==> src/power_serial_pkg.sv <==
// Shared constants for the power and serial-format register bank
// Behaviour
// - Sleep register bit 7 picks analog core supply: 0 external, 1 on-chip regulator.
// - Reference precharge code 0..3 lasts 3.5, 10, 50 or 100 ms.
// - Broadcast enable bit makes the device also answer at bus address 1001100.
// - Sleep register bit 0 at 0 keeps sleep; resets to 0, device starts asleep.
// - Input capacitor precharge code 0..3 lasts 2.5, 12.5, 25 or 50 ms.
// - Protocol code 0 TDM, 1 I2S, 2 left-justified; code 3 must not be used.
// - Slot word length code 0..3 gives 16, 20, 24, 32 bits; resets to 32.
// - Bits 3 and 2 invert frame-sync and bit-clock polarity when set.
// - Transmit edge bit set launches each bit on the sample edge, half a bit clock before the default edge would.
// - Unused bit-clock cycles drive low when fill bit is 0, float when 1.
// - Page register at offset 0x0 selects the page; these registers live on page 0.
// - Writing 1 to the self-clearing restore bit returns every register to reset.
package power_serial_pkg;

	// ---------------------------------------------------------------
	// Register offsets and reset values
	// ---------------------------------------------------------------
	localparam logic [7:0] OFS_PAGE    = 8'h00;
	localparam logic [7:0] OFS_RESTORE = 8'h01;
	localparam logic [7:0] OFS_SLEEP   = 8'h02;
	localparam logic [7:0] OFS_SHDN    = 8'h05;
	localparam logic [7:0] OFS_SERIAL  = 8'h07;
	localparam logic [7:0] PAGE_ZERO   = 8'h00;
	localparam logic [7:0] RST_PAGE    = 8'h00;
	localparam logic [7:0] RST_SLEEP   = 8'h00;
	localparam logic [7:0] RST_SHDN    = 8'h05;
	localparam logic [7:0] RST_SERIAL  = 8'h30;
	// Writable bits; the rest are read-only reserved and stay at reset
	localparam logic [7:0] WMASK_SLEEP = 8'hFD;
	localparam logic [7:0] WMASK_SHDN  = 8'h3F;

	// ---------------------------------------------------------------
	// Field positions
	// ---------------------------------------------------------------
	localparam int SUPPLY_SEL_BIT = 7;
	localparam int REF_PRE_LSB    = 3;
	localparam int BCAST_BIT      = 2;
	localparam int SLEEP_EXIT_BIT = 0;
	localparam int INCAP_PRE_LSB  = 4;
	localparam int PROTO_LSB      = 6;
	localparam int WLEN_LSB       = 4;
	localparam int FS_POL_BIT     = 3;
	localparam int BIT_CLOCK_POLARITY_BIT   = 2;
	localparam int TX_EDGE_BIT    = 1;
	localparam int FILL_BIT       = 0;
	localparam int RESTORE_BIT    = 0;

	// ---------------------------------------------------------------
	// Encodings
	// ---------------------------------------------------------------
	localparam logic [6:0] BCAST_ADDR  = 7'h4C;
	localparam logic [1:0] PROTO_TDM   = 2'h0;
	localparam logic [1:0] PROTO_I2S   = 2'h1;
	localparam logic [1:0] PROTO_LJ    = 2'h2;
	localparam logic [6:0] POS_HOLD    = 7'h40;
	localparam logic [6:0] I2S_LEAD    = 7'h7F;
	localparam logic [6:0] WBITS_16    = 7'h10;
	localparam logic [6:0] WBITS_20    = 7'h14;
	localparam logic [6:0] WBITS_24    = 7'h18;
	localparam logic [6:0] WBITS_32    = 7'h20;

	// ---------------------------------------------------------------
	// Precharge times and their cycle counts
	// ---------------------------------------------------------------
	localparam real CLK_MHZ      = 25.0;
	localparam real REF_T0_MS    = 3.5;
	localparam real REF_T1_MS    = 10.0;
	localparam real REF_T2_MS    = 50.0;
	localparam real REF_T3_MS    = 100.0;
	localparam real INCAP_T0_MS  = 2.5;
	localparam real INCAP_T1_MS  = 12.5;
	localparam real INCAP_T2_MS  = 25.0;
	localparam real INCAP_T3_MS  = 50.0;
	localparam int  REF_CYC_0    = int'(REF_T0_MS * 1000.0 * CLK_MHZ);
	localparam int  REF_CYC_1    = int'(REF_T1_MS * 1000.0 * CLK_MHZ);
	localparam int  REF_CYC_2    = int'(REF_T2_MS * 1000.0 * CLK_MHZ);
	localparam int  REF_CYC_3    = int'(REF_T3_MS * 1000.0 * CLK_MHZ);
	localparam int  INCAP_CYC_0  = int'(INCAP_T0_MS * 1000.0 * CLK_MHZ);
	localparam int  INCAP_CYC_1  = int'(INCAP_T1_MS * 1000.0 * CLK_MHZ);
	localparam int  INCAP_CYC_2  = int'(INCAP_T2_MS * 1000.0 * CLK_MHZ);
	localparam int  INCAP_CYC_3  = int'(INCAP_T3_MS * 1000.0 * CLK_MHZ);

endpackage : power_serial_pkg

==> src/serial_frame_tx.sv <==
// Serial port transmitter: frame detection, slot counting and data launch
`timescale 1ns/100ps
module serial_frame_tx (
	input  wire logic        clk,
	input  wire logic        rst,
	input  wire logic        ce,
	input  wire logic        bclk_pin,
	input  wire logic        frame_sync_pin,
	input  wire logic        enable,
	input  wire logic [31:0] left_word,
	input  wire logic [31:0] right_word,
	input  wire logic [1:0]  protocol,
	input  wire logic [1:0]  wlen,
	input  wire logic        fs_pol,
	input  wire logic        bit_clock_polarity,
	input  wire logic        tx_edge,
	input  wire logic        fill_hiz,
	output logic             dout,
	output logic             dout_oe
);

	function automatic logic [6:0] slot_bits(input logic [1:0] code);
		unique case (code)
			2'h0: slot_bits = power_serial_pkg::WBITS_16;
			2'h1: slot_bits = power_serial_pkg::WBITS_20;
			2'h2: slot_bits = power_serial_pkg::WBITS_24;
			2'h3: slot_bits = power_serial_pkg::WBITS_32;
		endcase
	endfunction : slot_bits

	logic        bclk_m_r, bclk_s_r, bclk_d_r, fs_m_r, fs_s_r, fs_last_r, slot_r;
	logic [6:0]  pos_r;
	logic [31:0] word_r;

	// ---------------------------------------------------------------
	// Edge and frame decode
	// ---------------------------------------------------------------
	wire        bclk_n      = bclk_s_r ^ bit_clock_polarity;
	wire        bclk_nd     = bclk_d_r ^ bit_clock_polarity;
	wire        sample_edge = bclk_n & ~bclk_nd;
	wire        def_launch  = ~bclk_n & bclk_nd;
	wire        launch_edge = tx_edge ? sample_edge : def_launch;
	wire        fs_n        = fs_s_r ^ fs_pol;
	wire        fs_rise     = fs_n & ~fs_last_r;
	wire        fs_fall     = ~fs_n & fs_last_r;
	wire        is_tdm      = protocol == power_serial_pkg::PROTO_TDM;
	wire        is_i2s      = protocol == power_serial_pkg::PROTO_I2S;
	wire        is_lj       = protocol == power_serial_pkg::PROTO_LJ;
	wire [6:0]  wbits       = slot_bits(wlen);
	wire        start_left  = sample_edge & (((is_tdm | is_lj) & fs_rise) | (is_i2s & fs_fall));
	wire        start_right = sample_edge & ((is_lj & fs_fall) | (is_i2s & fs_rise));
	wire        tdm_next    = sample_edge & is_tdm & ~slot_r & (pos_r == wbits - 7'h01) & ~start_left;
	wire        load        = start_left | start_right | tdm_next;
	wire        hold        = ~sample_edge | (pos_r == power_serial_pkg::POS_HOLD);
	// I2S puts the MSB one bit clock after the frame-sync edge
	wire [6:0]  pos_nxt     = load ? (is_i2s ? power_serial_pkg::I2S_LEAD : 7'h00) :
	                          hold ? pos_r : pos_r + 7'h01;
	wire        slot_nxt    = start_left ? 1'b0 : (load ? 1'b1 : slot_r);
	wire [31:0] word_nxt    = load ? (slot_nxt ? right_word : left_word) : word_r;
	wire        valid_nxt   = pos_nxt < wbits;
	wire [4:0]  bit_idx     = 5'h1F - pos_nxt[4:0];
	wire        bit_nxt     = word_nxt[bit_idx];

	// ---------------------------------------------------------------
	// State
	// ---------------------------------------------------------------
	always_ff @(posedge clk) begin
		if (rst) begin
			{bclk_m_r, bclk_s_r, bclk_d_r, fs_m_r, fs_s_r, fs_last_r} <= 6'h00;
			slot_r  <= 1'b0;
			pos_r   <= power_serial_pkg::POS_HOLD;
			word_r  <= 32'h0000_0000;
			dout    <= 1'b0;
			dout_oe <= 1'b0;
		end else if (ce) begin
			{bclk_m_r, bclk_s_r, bclk_d_r} <= {bclk_pin, bclk_m_r, bclk_s_r};
			{fs_m_r, fs_s_r}               <= {frame_sync_pin, fs_m_r};
			if (sample_edge)
				fs_last_r <= fs_n;
			pos_r  <= pos_nxt;
			slot_r <= slot_nxt;
			word_r <= word_nxt;
			if (!enable) begin
				dout    <= 1'b0;
				dout_oe <= 1'b0;
			end else if (launch_edge) begin
				dout    <= valid_nxt & bit_nxt;
				dout_oe <= valid_nxt | ~fill_hiz;
			end
		end
	end
endmodule : serial_frame_tx

==> src/power_and_serial_format_regs.sv <==
// Control-bus register bank with power sequencing and serial output framing
`timescale 1ns/100ps
module power_and_serial_format_regs #(
	parameter logic [6:0] TARGET_ADDR = 7'h48, // arbitrary default
	parameter int REF_CYC_0   = power_serial_pkg::REF_CYC_0,
	parameter int REF_CYC_1   = power_serial_pkg::REF_CYC_1,
	parameter int REF_CYC_2   = power_serial_pkg::REF_CYC_2,
	parameter int REF_CYC_3   = power_serial_pkg::REF_CYC_3,
	parameter int INCAP_CYC_0 = power_serial_pkg::INCAP_CYC_0,
	parameter int INCAP_CYC_1 = power_serial_pkg::INCAP_CYC_1,
	parameter int INCAP_CYC_2 = power_serial_pkg::INCAP_CYC_2,
	parameter int INCAP_CYC_3 = power_serial_pkg::INCAP_CYC_3
) (
	input  wire logic        CORE_CLK,
	input  wire logic        RST,
	input  wire logic        CE,
	input  wire logic        SCL,
	input  wire logic        SDA_IN,
	output logic             SDA_OUT,
	output logic             SDA_OE,
	input  wire logic        BIT_CLOCK,
	input  wire logic        FRAME_SYNC_PIN,
	input  wire logic [31:0] LEFT_SAMPLE,
	input  wire logic [31:0] RIGHT_SAMPLE,
	output logic             SDOUT,
	output logic             SDOUT_OE,
	output logic             ANALOG_SUPPLY_SOURCE_SELECT,
	output logic             SLEEP_ACTIVE,
	output logic             REF_PRECHARGE_ACTIVE,
	output logic             INCAP_PRECHARGE_ACTIVE
);

	typedef enum logic [3:0] {ST_IDLE, ST_ADDR, ST_ADDR_ACK, ST_PTR, ST_PTR_ACK,
	                          ST_WR, ST_WR_ACK, ST_RD, ST_RD_ACK} bus_state_type;
	typedef enum logic [1:0] {PC_IDLE, PC_REF, PC_INCAP} precharge_type;

	function automatic logic [31:0] pick_cycles(input logic [1:0] code, input int c0, input int c1,
	                                            input int c2, input int c3);
		unique case (code)
			2'h0: pick_cycles = 32'(c0);
			2'h1: pick_cycles = 32'(c1);
			2'h2: pick_cycles = 32'(c2);
			2'h3: pick_cycles = 32'(c3);
		endcase
	endfunction : pick_cycles

	bus_state_type state_r;
	precharge_type pc_r, pc_nxt;
	logic          scl_m_r, scl_s_r, scl_d_r, sda_m_r, sda_s_r, sda_d_r;
	logic [2:0]    bitcnt_r;
	logic [6:0]    shreg_r;
	logic [7:0]    ptr_r, txbyte_r, page_r, sleep_r, shdn_r, serial_r;
	logic          rw_r, held_r, sda_low_r, awake_d_r;
	logic [31:0]   cnt_r, cnt_nxt;

	// ---------------------------------------------------------------
	// Control bus pin synchronisers
	// ---------------------------------------------------------------
	always_ff @(posedge CORE_CLK) begin
		if (RST) begin
			{scl_m_r, scl_s_r, scl_d_r} <= 3'h7;
			{sda_m_r, sda_s_r, sda_d_r} <= 3'h7;
		end else if (CE) begin
			{scl_m_r, scl_s_r, scl_d_r} <= {SCL, scl_m_r, scl_s_r};
			{sda_m_r, sda_s_r, sda_d_r} <= {SDA_IN, sda_m_r, sda_s_r};
		end
	end

	// ---------------------------------------------------------------
	// Decode
	// ---------------------------------------------------------------
	wire       scl_rise   = scl_s_r & ~scl_d_r;
	wire       scl_fall   = ~scl_s_r & scl_d_r;
	wire       start_seen = scl_s_r & scl_d_r & sda_d_r & ~sda_s_r;
	wire       stop_seen  = scl_s_r & scl_d_r & ~sda_d_r & sda_s_r;
	wire [7:0] rx_byte    = {shreg_r, sda_s_r};
	wire       byte_done  = scl_rise & (bitcnt_r == 3'h7);
	wire       bcast_hit  = sleep_r[power_serial_pkg::BCAST_BIT] &
	                        (rx_byte[7:1] == power_serial_pkg::BCAST_ADDR);
	wire       addr_hit   = (rx_byte[7:1] == TARGET_ADDR) | bcast_hit;
	wire       page0      = page_r == power_serial_pkg::PAGE_ZERO;
	wire       sel_page   = ptr_r == power_serial_pkg::OFS_PAGE;
	wire       sel_rest   = page0 & (ptr_r == power_serial_pkg::OFS_RESTORE);
	wire       sel_sleep  = page0 & (ptr_r == power_serial_pkg::OFS_SLEEP);
	wire       sel_shdn   = page0 & (ptr_r == power_serial_pkg::OFS_SHDN);
	wire       sel_serial = page0 & (ptr_r == power_serial_pkg::OFS_SERIAL);
	wire       wr_fire    = byte_done & (state_r == ST_WR);
	wire       restore    = wr_fire & sel_rest & rx_byte[power_serial_pkg::RESTORE_BIT];
	// Restore bit self-clears, so its register always reads zero
	wire [7:0] rd_data    = sel_page   ? page_r :
	                        sel_sleep  ? sleep_r :
	                        sel_shdn   ? shdn_r :
	                        sel_serial ? serial_r : 8'h00;
	wire       awake      = sleep_r[power_serial_pkg::SLEEP_EXIT_BIT];

	// ---------------------------------------------------------------
	// Registers
	// ---------------------------------------------------------------
	always_ff @(posedge CORE_CLK) begin
		if (RST || (CE && restore)) begin
			page_r   <= power_serial_pkg::RST_PAGE;
			sleep_r  <= power_serial_pkg::RST_SLEEP;
			shdn_r   <= power_serial_pkg::RST_SHDN;
			serial_r <= power_serial_pkg::RST_SERIAL;
		end else if (CE && wr_fire) begin
			if (sel_page)
				page_r <= rx_byte;
			if (sel_sleep)
				sleep_r <= rx_byte & power_serial_pkg::WMASK_SLEEP;
			if (sel_shdn)
				shdn_r <= rx_byte & power_serial_pkg::WMASK_SHDN;
			if (sel_serial)
				serial_r <= rx_byte;
		end
	end

	// ---------------------------------------------------------------
	// Control bus target
	// ---------------------------------------------------------------
	always_ff @(posedge CORE_CLK) begin
		if (RST) begin
			state_r   <= ST_IDLE;
			bitcnt_r  <= 3'h0;
			shreg_r   <= 7'h00;
			ptr_r     <= 8'h00;
			txbyte_r  <= 8'h00;
			rw_r      <= 1'b0;
			held_r    <= 1'b0;
			sda_low_r <= 1'b0;
		end else if (CE) begin
			if (start_seen) begin
				state_r   <= ST_ADDR;
				bitcnt_r  <= 3'h0;
				held_r    <= 1'b0;
				sda_low_r <= 1'b0;
			end else if (stop_seen) begin
				state_r   <= ST_IDLE;
				held_r    <= 1'b0;
				sda_low_r <= 1'b0;
			end else begin
				if (scl_rise) begin
					shreg_r  <= rx_byte[6:0];
					bitcnt_r <= bitcnt_r + 3'h1;
				end
				unique case (state_r)
					ST_IDLE: begin
					end
					ST_ADDR: if (byte_done) begin
						rw_r    <= rx_byte[0];
						state_r <= addr_hit ? ST_ADDR_ACK : ST_IDLE;
					end
					ST_PTR: if (byte_done) begin
						ptr_r   <= rx_byte;
						state_r <= ST_PTR_ACK;
					end
					ST_WR: if (byte_done) begin
						ptr_r   <= ptr_r + 8'h01;
						state_r <= ST_WR_ACK;
					end
					ST_ADDR_ACK, ST_PTR_ACK, ST_WR_ACK: if (scl_fall) begin
						if (!held_r) begin
							held_r    <= 1'b1;
							sda_low_r <= 1'b1;
						end else begin
							held_r   <= 1'b0;
							bitcnt_r <= 3'h0;
							if (state_r == ST_ADDR_ACK && rw_r) begin
								txbyte_r  <= rd_data;
								ptr_r     <= ptr_r + 8'h01;
								sda_low_r <= ~rd_data[7];
								state_r   <= ST_RD;
							end else begin
								sda_low_r <= 1'b0;
								state_r   <= (state_r == ST_ADDR_ACK) ? ST_PTR : ST_WR;
							end
						end
					end
					ST_RD: begin
						if (scl_fall)
							sda_low_r <= ~txbyte_r[3'h7 - bitcnt_r];
						if (byte_done)
							state_r <= ST_RD_ACK;
					end
					ST_RD_ACK: begin
						if (scl_fall && !held_r) begin
							held_r    <= 1'b1;
							sda_low_r <= 1'b0;
						end else if (scl_rise && held_r && sda_s_r) begin
							held_r  <= 1'b0;
							state_r <= ST_IDLE;
						end else if (scl_fall && held_r) begin
							held_r    <= 1'b0;
							bitcnt_r  <= 3'h0;
							txbyte_r  <= rd_data;
							ptr_r     <= ptr_r + 8'h01;
							sda_low_r <= ~rd_data[7];
							state_r   <= ST_RD;
						end
					end
				endcase
			end
		end
	end

	assign SDA_OUT = 1'b0;
	assign SDA_OE  = sda_low_r;

	// ---------------------------------------------------------------
	// Precharge sequencing on leaving sleep
	// ---------------------------------------------------------------
	wire [31:0] ref_len   = pick_cycles(sleep_r[power_serial_pkg::REF_PRE_LSB +: 2],
	                                    REF_CYC_0, REF_CYC_1, REF_CYC_2, REF_CYC_3);
	wire [31:0] incap_len = pick_cycles(shdn_r[power_serial_pkg::INCAP_PRE_LSB +: 2],
	                                    INCAP_CYC_0, INCAP_CYC_1, INCAP_CYC_2, INCAP_CYC_3);

	always_comb begin
		pc_nxt  = pc_r;
		cnt_nxt = cnt_r;
		if (!awake) begin
			pc_nxt  = PC_IDLE;
			cnt_nxt = 32'h0000_0000;
		end else if (!awake_d_r) begin
			pc_nxt  = PC_REF;
			cnt_nxt = ref_len - 32'h0000_0001;
		end else if (pc_r != PC_IDLE) begin
			if (cnt_r != 32'h0000_0000) begin
				cnt_nxt = cnt_r - 32'h0000_0001;
			end else if (pc_r == PC_REF) begin
				pc_nxt  = PC_INCAP;
				cnt_nxt = incap_len - 32'h0000_0001;
			end else begin
				pc_nxt = PC_IDLE;
			end
		end
	end

	always_ff @(posedge CORE_CLK) begin
		if (RST) begin
			pc_r      <= PC_IDLE;
			cnt_r     <= 32'h0000_0000;
			awake_d_r <= 1'b0;
		end else if (CE) begin
			pc_r      <= pc_nxt;
			cnt_r     <= cnt_nxt;
			awake_d_r <= awake;
		end
	end

	assign ANALOG_SUPPLY_SOURCE_SELECT = sleep_r[power_serial_pkg::SUPPLY_SEL_BIT];
	assign SLEEP_ACTIVE                = ~awake;
	assign REF_PRECHARGE_ACTIVE        = pc_r == PC_REF;
	assign INCAP_PRECHARGE_ACTIVE      = pc_r == PC_INCAP;

	// ---------------------------------------------------------------
	// Serial port
	// ---------------------------------------------------------------
	serial_frame_tx u_tx (
		.clk            (CORE_CLK),
		.rst            (RST),
		.ce             (CE),
		.bclk_pin       (BIT_CLOCK),
		.frame_sync_pin (FRAME_SYNC_PIN),
		.enable         (awake),
		.left_word      (LEFT_SAMPLE),
		.right_word     (RIGHT_SAMPLE),
		.protocol       (serial_r[power_serial_pkg::PROTO_LSB +: 2]),
		.wlen           (serial_r[power_serial_pkg::WLEN_LSB +: 2]),
		.fs_pol         (serial_r[power_serial_pkg::FS_POL_BIT]),
		.bit_clock_polarity       (serial_r[power_serial_pkg::BIT_CLOCK_POLARITY_BIT]),
		.tx_edge        (serial_r[power_serial_pkg::TX_EDGE_BIT]),
		.fill_hiz       (serial_r[power_serial_pkg::FILL_BIT]),
		.dout           (SDOUT),
		.dout_oe        (SDOUT_OE)
	);

	// ---------------------------------------------------------------
	// Checks
	// ---------------------------------------------------------------
	logic [31:0] run_r, ref_lat_r, incap_lat_r;
	always_ff @(posedge CORE_CLK) begin
		if (RST) begin
			run_r       <= 32'h0000_0000;
			ref_lat_r   <= 32'h0000_0000;
			incap_lat_r <= 32'h0000_0000;
		end else if (CE) begin
			run_r <= (pc_nxt != pc_r) ? 32'h0000_0000 : run_r + 32'h0000_0001;
			if (pc_nxt == PC_REF && pc_r != PC_REF)
				ref_lat_r <= ref_len;
			if (pc_nxt == PC_INCAP && pc_r != PC_INCAP)
				incap_lat_r <= incap_len;
		end
	end
endmodule : power_and_serial_format_regs

==> config.mk <==
export PLATFORM = sky130hd
export DESIGN_NAME = power_and_serial_format_regs
export DESIGN_NICKNAME = d
export VERILOG_FILES = /design/src/power_serial_pkg.sv /design/src/serial_frame_tx.sv /design/src/power_and_serial_format_regs.sv
export SDC_FILE = /design/constraint.sdc
export NUM_CORES = 1
export LEC_CHECK = 0
export BUFFER_PORTS_ARGS = -buffer_cell sky130_fd_sc_hd__buf_2
export CORE_MARGIN = 4
export CORE_UTILIZATION = 56
export CTS_BUF_LIST = sky130_fd_sc_hd__clkbuf_4
export DETAILED_ROUTE_END_ITERATION = 12
export PLACE_DENSITY = 0.81
export SYNTH_ARGS = -nofsm -noshare
export SYNTH_HDL_FRONTEND = slang
export SYNTH_SLANG_ARGS = --single-unit
==> constraint.sdc <==
create_clock -name CORE_CLK -period 3.4 [get_ports CORE_CLK]
set_input_delay 0.51 -clock CORE_CLK [delete_from_list [all_inputs] [get_ports CORE_CLK]]
set_output_delay 0.51 -clock CORE_CLK [all_outputs]
set_load 0.01 [all_outputs]
## Yosys cells after proc, flatten, opt, wreduce, memory -nomap -nowiden

Cells that the tools add are included.

- Register bits after elaboration: 151
- Bits in latches: 0
- Bits in writable memories: 0
- Memory bits (read-only): 0
- Logic and storage cells: 288
- Memories: 0

- $add $sub $neg: 9
- $mul: 0
- Divide/modulo/power cells: 0
- Magnitude comparators: 3
- Equal/unequal tests: 55
- Shifts and indexed selects: 0
- Multiplexer cells: 91
- Bitwise logic cells: 59
- Reductions and logical operators: 39

Operator list:

| operator | number |
|---|---|
| one-hot mux 32 bit (4 select lines) | 2 |
| 2-to-1 mux 32 bit | 7 |
| 2-to-1 mux 8 bit | 18 |
| subtractor 32 x 1 -> 32 bit, second input constant | 3 |
| 2-to-1 mux 4 bit | 11 |
| inequality test 4 bit, second input constant | 8 |
| one-hot mux 8 bit (4 select lines) | 1 |
| nonzero test 32 bit | 1 |
| bitwise AND 1 bit | 31 |
| 2-to-1 mux 3 bit | 10 |
| one-hot mux 7 bit (4 select lines) | 1 |
| 2-to-1 mux 1 bit | 25 |
| one-hot mux 4 bit (6 select lines) | 1 |
| equality test 7 bit, second input constant | 3 |
| 2-to-1 mux 7 bit | 3 |
| AND reduction 10 bit | 2 |
| inequality test 2 bit, second input constant | 9 |
| inverter 1 bit | 17 |
| equality test 2 bit, second input constant | 8 |
| equality test 4 x 3 -> 1 bit, second input constant | 4 |
| equality test 8 x 3 -> 1 bit, second input constant | 2 |
| logical NOT 8 bit | 2 |
| one-hot mux 8 bit (2 select lines) | 1 |
| inequality test 5 bit, second input constant | 3 |
| other kinds (45) | 83 |

## Depth between registers and ports, before layout

- Depth in word-level cells: 18
- Gate-level depth with buffers: 14

## Hierarchy

A second synthesis with hierarchy kept.

- Cell total of the unflattened synthesis: 1167
- Area total of the unflattened synthesis: 9496.6 um^2

Modules (own cells, without submodules):

| module | instances | cells each | area each (um^2) | sequential area each (um^2) |
|---|---|---|---|---|
| power_and_serial_format_regs | 1 | 776 | 6170.9 | 2062.0 |
| serial_frame_tx | 1 | 391 | 3325.7 | 960.9 |

## Worst setup path after synthesis

Ideal clock, no wire load.

- Path type: reg-to-reg
- From: register serial_r[4]
- To: register u_tx.dout
- Arrival time: 3.287 ns
- Setup slack: 0.027 ns
- Stages on the path, launching flop included: 14
- Path buffers: 1
- Period minus slack after synthesis: 3.373 ns
- Path through: dfxtp_1 > ha_1 > inv_1 > ha_1 > xnor2_1 > nor4_1 > a22oi_4 > clkbuf_1 > a21oi_1 > ha_1 > o22ai_1 > o21ai_0 > a2111o_1 > a221oi_2

RTL lines:

| element | line | RTL |
|---|---|---|
| start, declared | power_and_serial_format_regs.sv:52 | `logic [7:0] ptr_r, txbyte_r, page_r, sleep_r, shdn_r, serial_r;` |
| start signal, assigned | power_and_serial_format_regs.sv:104 | `serial_r <= power_serial_pkg::RST_SERIAL;` |
| start signal, assigned | power_and_serial_format_regs.sv:113 | `serial_r <= rx_byte;` |
| equality test 2 bit (tied with other cells) | serial_frame_tx.sv:23 | `unique case (code)` |
| one-hot mux 7 bit (4 select lines) * | serial_frame_tx.sv:23 |  |
| subtractor 7 x 1 -> 7 bit * | serial_frame_tx.sv:52 | `wire tdm_next = sample_edge & is_tdm & ~slot_r & (pos_r == wbits - 7'h01) & ~start_left;` |
| equality test 7 bit * | serial_frame_tx.sv:52 |  |
| bitwise AND 1 bit * (2 in a row) | serial_frame_tx.sv:52 |  |
| bitwise OR 1 bit * | serial_frame_tx.sv:53 | `wire load = start_left \| start_right \| tdm_next;` |
| 2-to-1 mux 7 bit * | serial_frame_tx.sv:56 | `wire [6:0] pos_nxt = load ? (is_i2s ? power_serial_pkg::I2S_LEAD : 7'h00) :` |
| net u_tx.pos_nxt[3] | serial_frame_tx.sv:56 |  |
| subtractor 5 bit | serial_frame_tx.sv:61 | `wire [4:0] bit_idx = 5'h1F - pos_nxt[4:0];` |
| binary-select mux 1 bit (select 5 bit) | serial_frame_tx.sv:62 | `wire bit_nxt = word_nxt[bit_idx];` |
| 2-to-1 mux 1 bit (not written as such) | serial_frame_tx.sv:62 |  |
| bitwise AND 1 bit * | serial_frame_tx.sv:87 | `dout <= valid_nxt & bit_nxt;` |
| 2-to-1 mux 1 bit * | serial_frame_tx.sv:86 | `end else if (launch_edge) begin` |
| 2-to-1 mux 1 bit * | serial_frame_tx.sv:83 | `if (!enable) begin` |
| end signal, assigned | serial_frame_tx.sv:87 |  |
| end, declared | serial_frame_tx.sv:18 | `output logic dout,` |

Mark *: on every way through the listed nets, which the timed path passes. The rest lies on a longest branch. The select of a mux whose other input is x is not followed.
A chain may end at the register's enable or synchronous reset.

## Worst setup path in the final report

- From: register u_tx.pos_r[1]
- To: register u_tx.dout

- Word-level cells in the longest chain between the ends: 13

Ends and longest elaborated chain:

| element | line | RTL |
|---|---|---|
| start, declared | serial_frame_tx.sv:32 | `logic [6:0] pos_r;` |
| start signal, assigned | serial_frame_tx.sv:71 | `pos_r <= power_serial_pkg::POS_HOLD;` |
| start signal, assigned | serial_frame_tx.sv:80 | `pos_r <= pos_nxt;` |
| branches (longest 10 deep; another with adder 7 x 1 -> 7 bit) | -- |  |
| bitwise AND 1 bit * | serial_frame_tx.sv:87 |  |
| 2-to-1 mux 1 bit * | serial_frame_tx.sv:86 |  |
| 2-to-1 mux 1 bit * | serial_frame_tx.sv:83 |  |

Every way passes the cells marked *. The select of a mux whose other input is x is not followed.

==> flow_metrics.tcl <==
set metrics [dict create \
    criticalPathCategory "reg -> reg" \
    drt-total-wl_mm 23.0 \
    status "completed" \
    layout_common_cells "nor2_1 (167), dfxtp_1 (149), a21oi_1 (101)" \
    nNetsFinal 1251 \
    cp_top_family "compound AO/OA/AOI/OAI gates" \
    required_ps 3820 \
    grt_pass1_wl_mm 37.6 \
    stdcell_area_um2 9810 \
    grt_setup_unrepaired "no" \
    placed_cell_area_um2 9540 \
    finalSetupViolCount 0 \
    vias 8353 \
    dr.pass1.iters 5 \
    ys.flop_type "dfxtp_1" \
    clkLatencyLatePin_ps 550 \
    drive_gt1_frac 0.156 \
    overflow 0 \
    leakagePower_nw 3.56 \
    synth_nets 1197 \
    crit_arrival_ps 3650 \
    netlist.area_leader.share 0.338 \
    cts_hold_buffers 0 \
    clockBufferDepth 2 \
    fp.dieW_um 134 \
    ios 79 \
    synth-edff-count 0 \
    worst_setup_path_start_kind "register" \
    grtUsageTotal 0.250 \
    fin_tns_setup_ps 0 \
    clkTransAtPathRegs_ps 130 \
    synthTopCellsByArea "dfxtp_1 (34%), mux2i_1 (9.0%), nor2_1 (7.1%), a21oi_1 (5.7%), ha_1 (3.6%)" \
    finalCriticalPeriod_ps 3230 \
    synth_cells 1100 \
    drt_iter0_drc 701 \
    wire_per_inst_um 16.7 \
    cp-startpoint "u_tx.pos_r[1]" \
    finalHoldViolations 0 \
    initial_utilization 0.580 \
    crit_buf_inv 1 \
    die_h_um 134 \
    synth_async_sr_flop_share 0 \
    dieArea_um2 18100 \
    synth.avg_cell_area_um2 8.13 \
    cts_tree "done" \
    htree_num_levels 4 \
    cp_slowest_stage_delay_ps 600 \
    post_cts_resized 0 \
    synth_cell_types 88 \
    slowest_stage "mux2i_1" \
    vdd_drop_max_uv 229 \
    ys_warn_count 0 \
    crit_path_end_kind "register" \
    rows 45 \
    first_global_vias 7647 \
    slew_headroom 0.388 \
    min_from "SDA_IN" \
    clockRootBuffer "clkbuf_4" \
    path_cells "inv_1, ha_1, nor4b_2, a32oi_4, mux2i_1, nand2_1, a211oi_1, o2111ai_1, a32oi_1, a221oi_2" \
    numCtsBuffers 17 \
    post_cts_buffers 0 \
    numPortBuffers 77 \
    r2r-start "u_tx.pos_r[1]" \
    crit_fanout 15 \
    syn_to_final_growth_pct 9.71 \
    yosysSeqAreaShare 0.338 \
    synth_area_um2 8940 \
    drv_slew 0 \
    cts_sinks 151 \
    clock-skew-final_ps 19.5 \
    fin_crit_sh 0.950 \
    layout_commonest_cell "nor2_1" \
    antenna_found_initial 2 \
    cap_violations 0 \
    ant_nets 0 \
    hold_class "in -> reg" \
    drc 0 \
    synth_area_leader_cell "dfxtp_1" \
    worstMarginPinSlew_ps 915 \
    core_um2 15400 \
    grt_start_max_net_pins 63 \
    power.density_nw_per_um2 316 \
    gp_congestion 0.974 \
    avgViaCountPerCell 6.06 \
    max_freq_mhz 310 \
    ys_ff_latch 151 \
    dpl.hpwl_mm 16.7 \
]
worst register-to-register path: cells and delay by family, from the launching register on:
| kind | cells | cell delay [ps] |
|---|---|---|
| AOI/OAI and AO/OA | 5 | 1280 |
| adders and majority gates | 1 | 200 |
| buffers and inverters | 1 | 120 |
| DFF | 1 | 500 |
| muxes | 1 | 600 |
| and+or+nand+nor | 2 | 420 |
worst paths after layout:
| kind | to | slack [ps] | depth (start not counted) |
|---|---|---|---|
| max | u_tx.dout | 170 | 10 |
| min | sda_m_r | 170 | 3 |
| max reg2reg | u_tx.dout | 170 | 10 |
| min reg2reg | cnt_r[1] | 480 | 2 |
stage by stage:
stage | total power, mW | hold slack (ps) | utilization | worst slack (ps) | instances
2_1_floorplan | 1.97 | 435 | - | 27.0 | 1100
3_3_place_gp | 2.05 | 450 | 0.618 | 391 | 1346
3_5_place_dp | 2.05 | 463 | 0.618 | 277 | 1346
4_1_cts | 3.12 | 139 | 0.636 | 273 | 1377
5_1_grt | 3.22 | 134 | 0.636 | 11.6 | 1378
6_report | 3.10 | 167 | 0.636 | 169 | 1378
cell families (layout without fill, tap and decap cells):
| group | Yosys count | after routing | share of synthesized area |
|---|---|---|---|
| buf+inv | 103 | 169 | 0.0473 |
| mux | 93 | 93 | 0.109 |
| flops | 151 | 151 | 0.338 |
| other cells | 1 | 2 | 0.000419 |
| fa+ha+maj | 26 | 26 | 0.0364 |
| compound gates | 293 | 293 | 0.219 |
| xor+xnor | 24 | 24 | 0.0243 |
| simple gates | 409 | 409 | 0.226 |
flip-flops by register name, summed over array words and instances (netlist names), 2 cells and up:
register and flops:
shdn_r 6, serial_r 8, pc_r 2, shreg_r 7, bitcnt_r 3, u_tx.pos_r 7, ptr_r 8, txbyte_r 8
state_r 4, cnt_r 32, sleep_r 7, page_r 8, u_tx.word_r 32
cell type report:
type                            instances  area (um2)
Antenna cell                            1        2.50
Clock buffer                           18         135
Clock inverter                         13         131
Fill cell                            1380        5620
Inverter                               33         124
Multi-Input combinational cell        846        5520
Sequential cell                       151        3030
Tap cell                              211         264
Timing Repair Buffer                  105         611
cell usage after synthesis (6+ instances only):
master,n
nor4_1,10
nor2b_1,15
mux2i_1,80
nor3_1,26
o2111ai_1,6
a211o_1,9
a311oi_1,6
a211oi_1,36
a221oi_1,10
clkbuf_1,47
nand2_1,81
a21oi_1,101
ha_1,26
o211ai_1,9
nor3b_1,6
mux2_2,10
nor2_1,168
nand3_1,25
buf_2,16
o21ai_0,50
and2_1,9
nand4_1,8
xnor2_1,16
xor2_1,7
dfxtp_1,151
inv_1,32
and3_1,8
a22oi_1,12
nand2b_1,10
report_power, final:
group,leakage [nW],internal [mW],switching [mW],total [mW]
Clock,0.129,0.434,0.646,1.08
Combinational,2.21,0.0886,0.142,0.231
Sequential,1.22,1.78,0.00786,1.78
Total,3.56,2.30,0.796,3.10
metal layers:
| metal | GRT usage | routed length [um] | up-vias |
|---|---|---|---|
| li1 | - | - | 4105 |
| met1 | 0.341 | 10500 | 3927 |
| met2 | 0.396 | 10600 | 271 |
| met3 | 0.0540 | 1460 | 48 |
| met4 | 0.0809 | 484 | 2 |
| met5 | 0 | 7 | - |
Power figures use the tool's default switching activity.
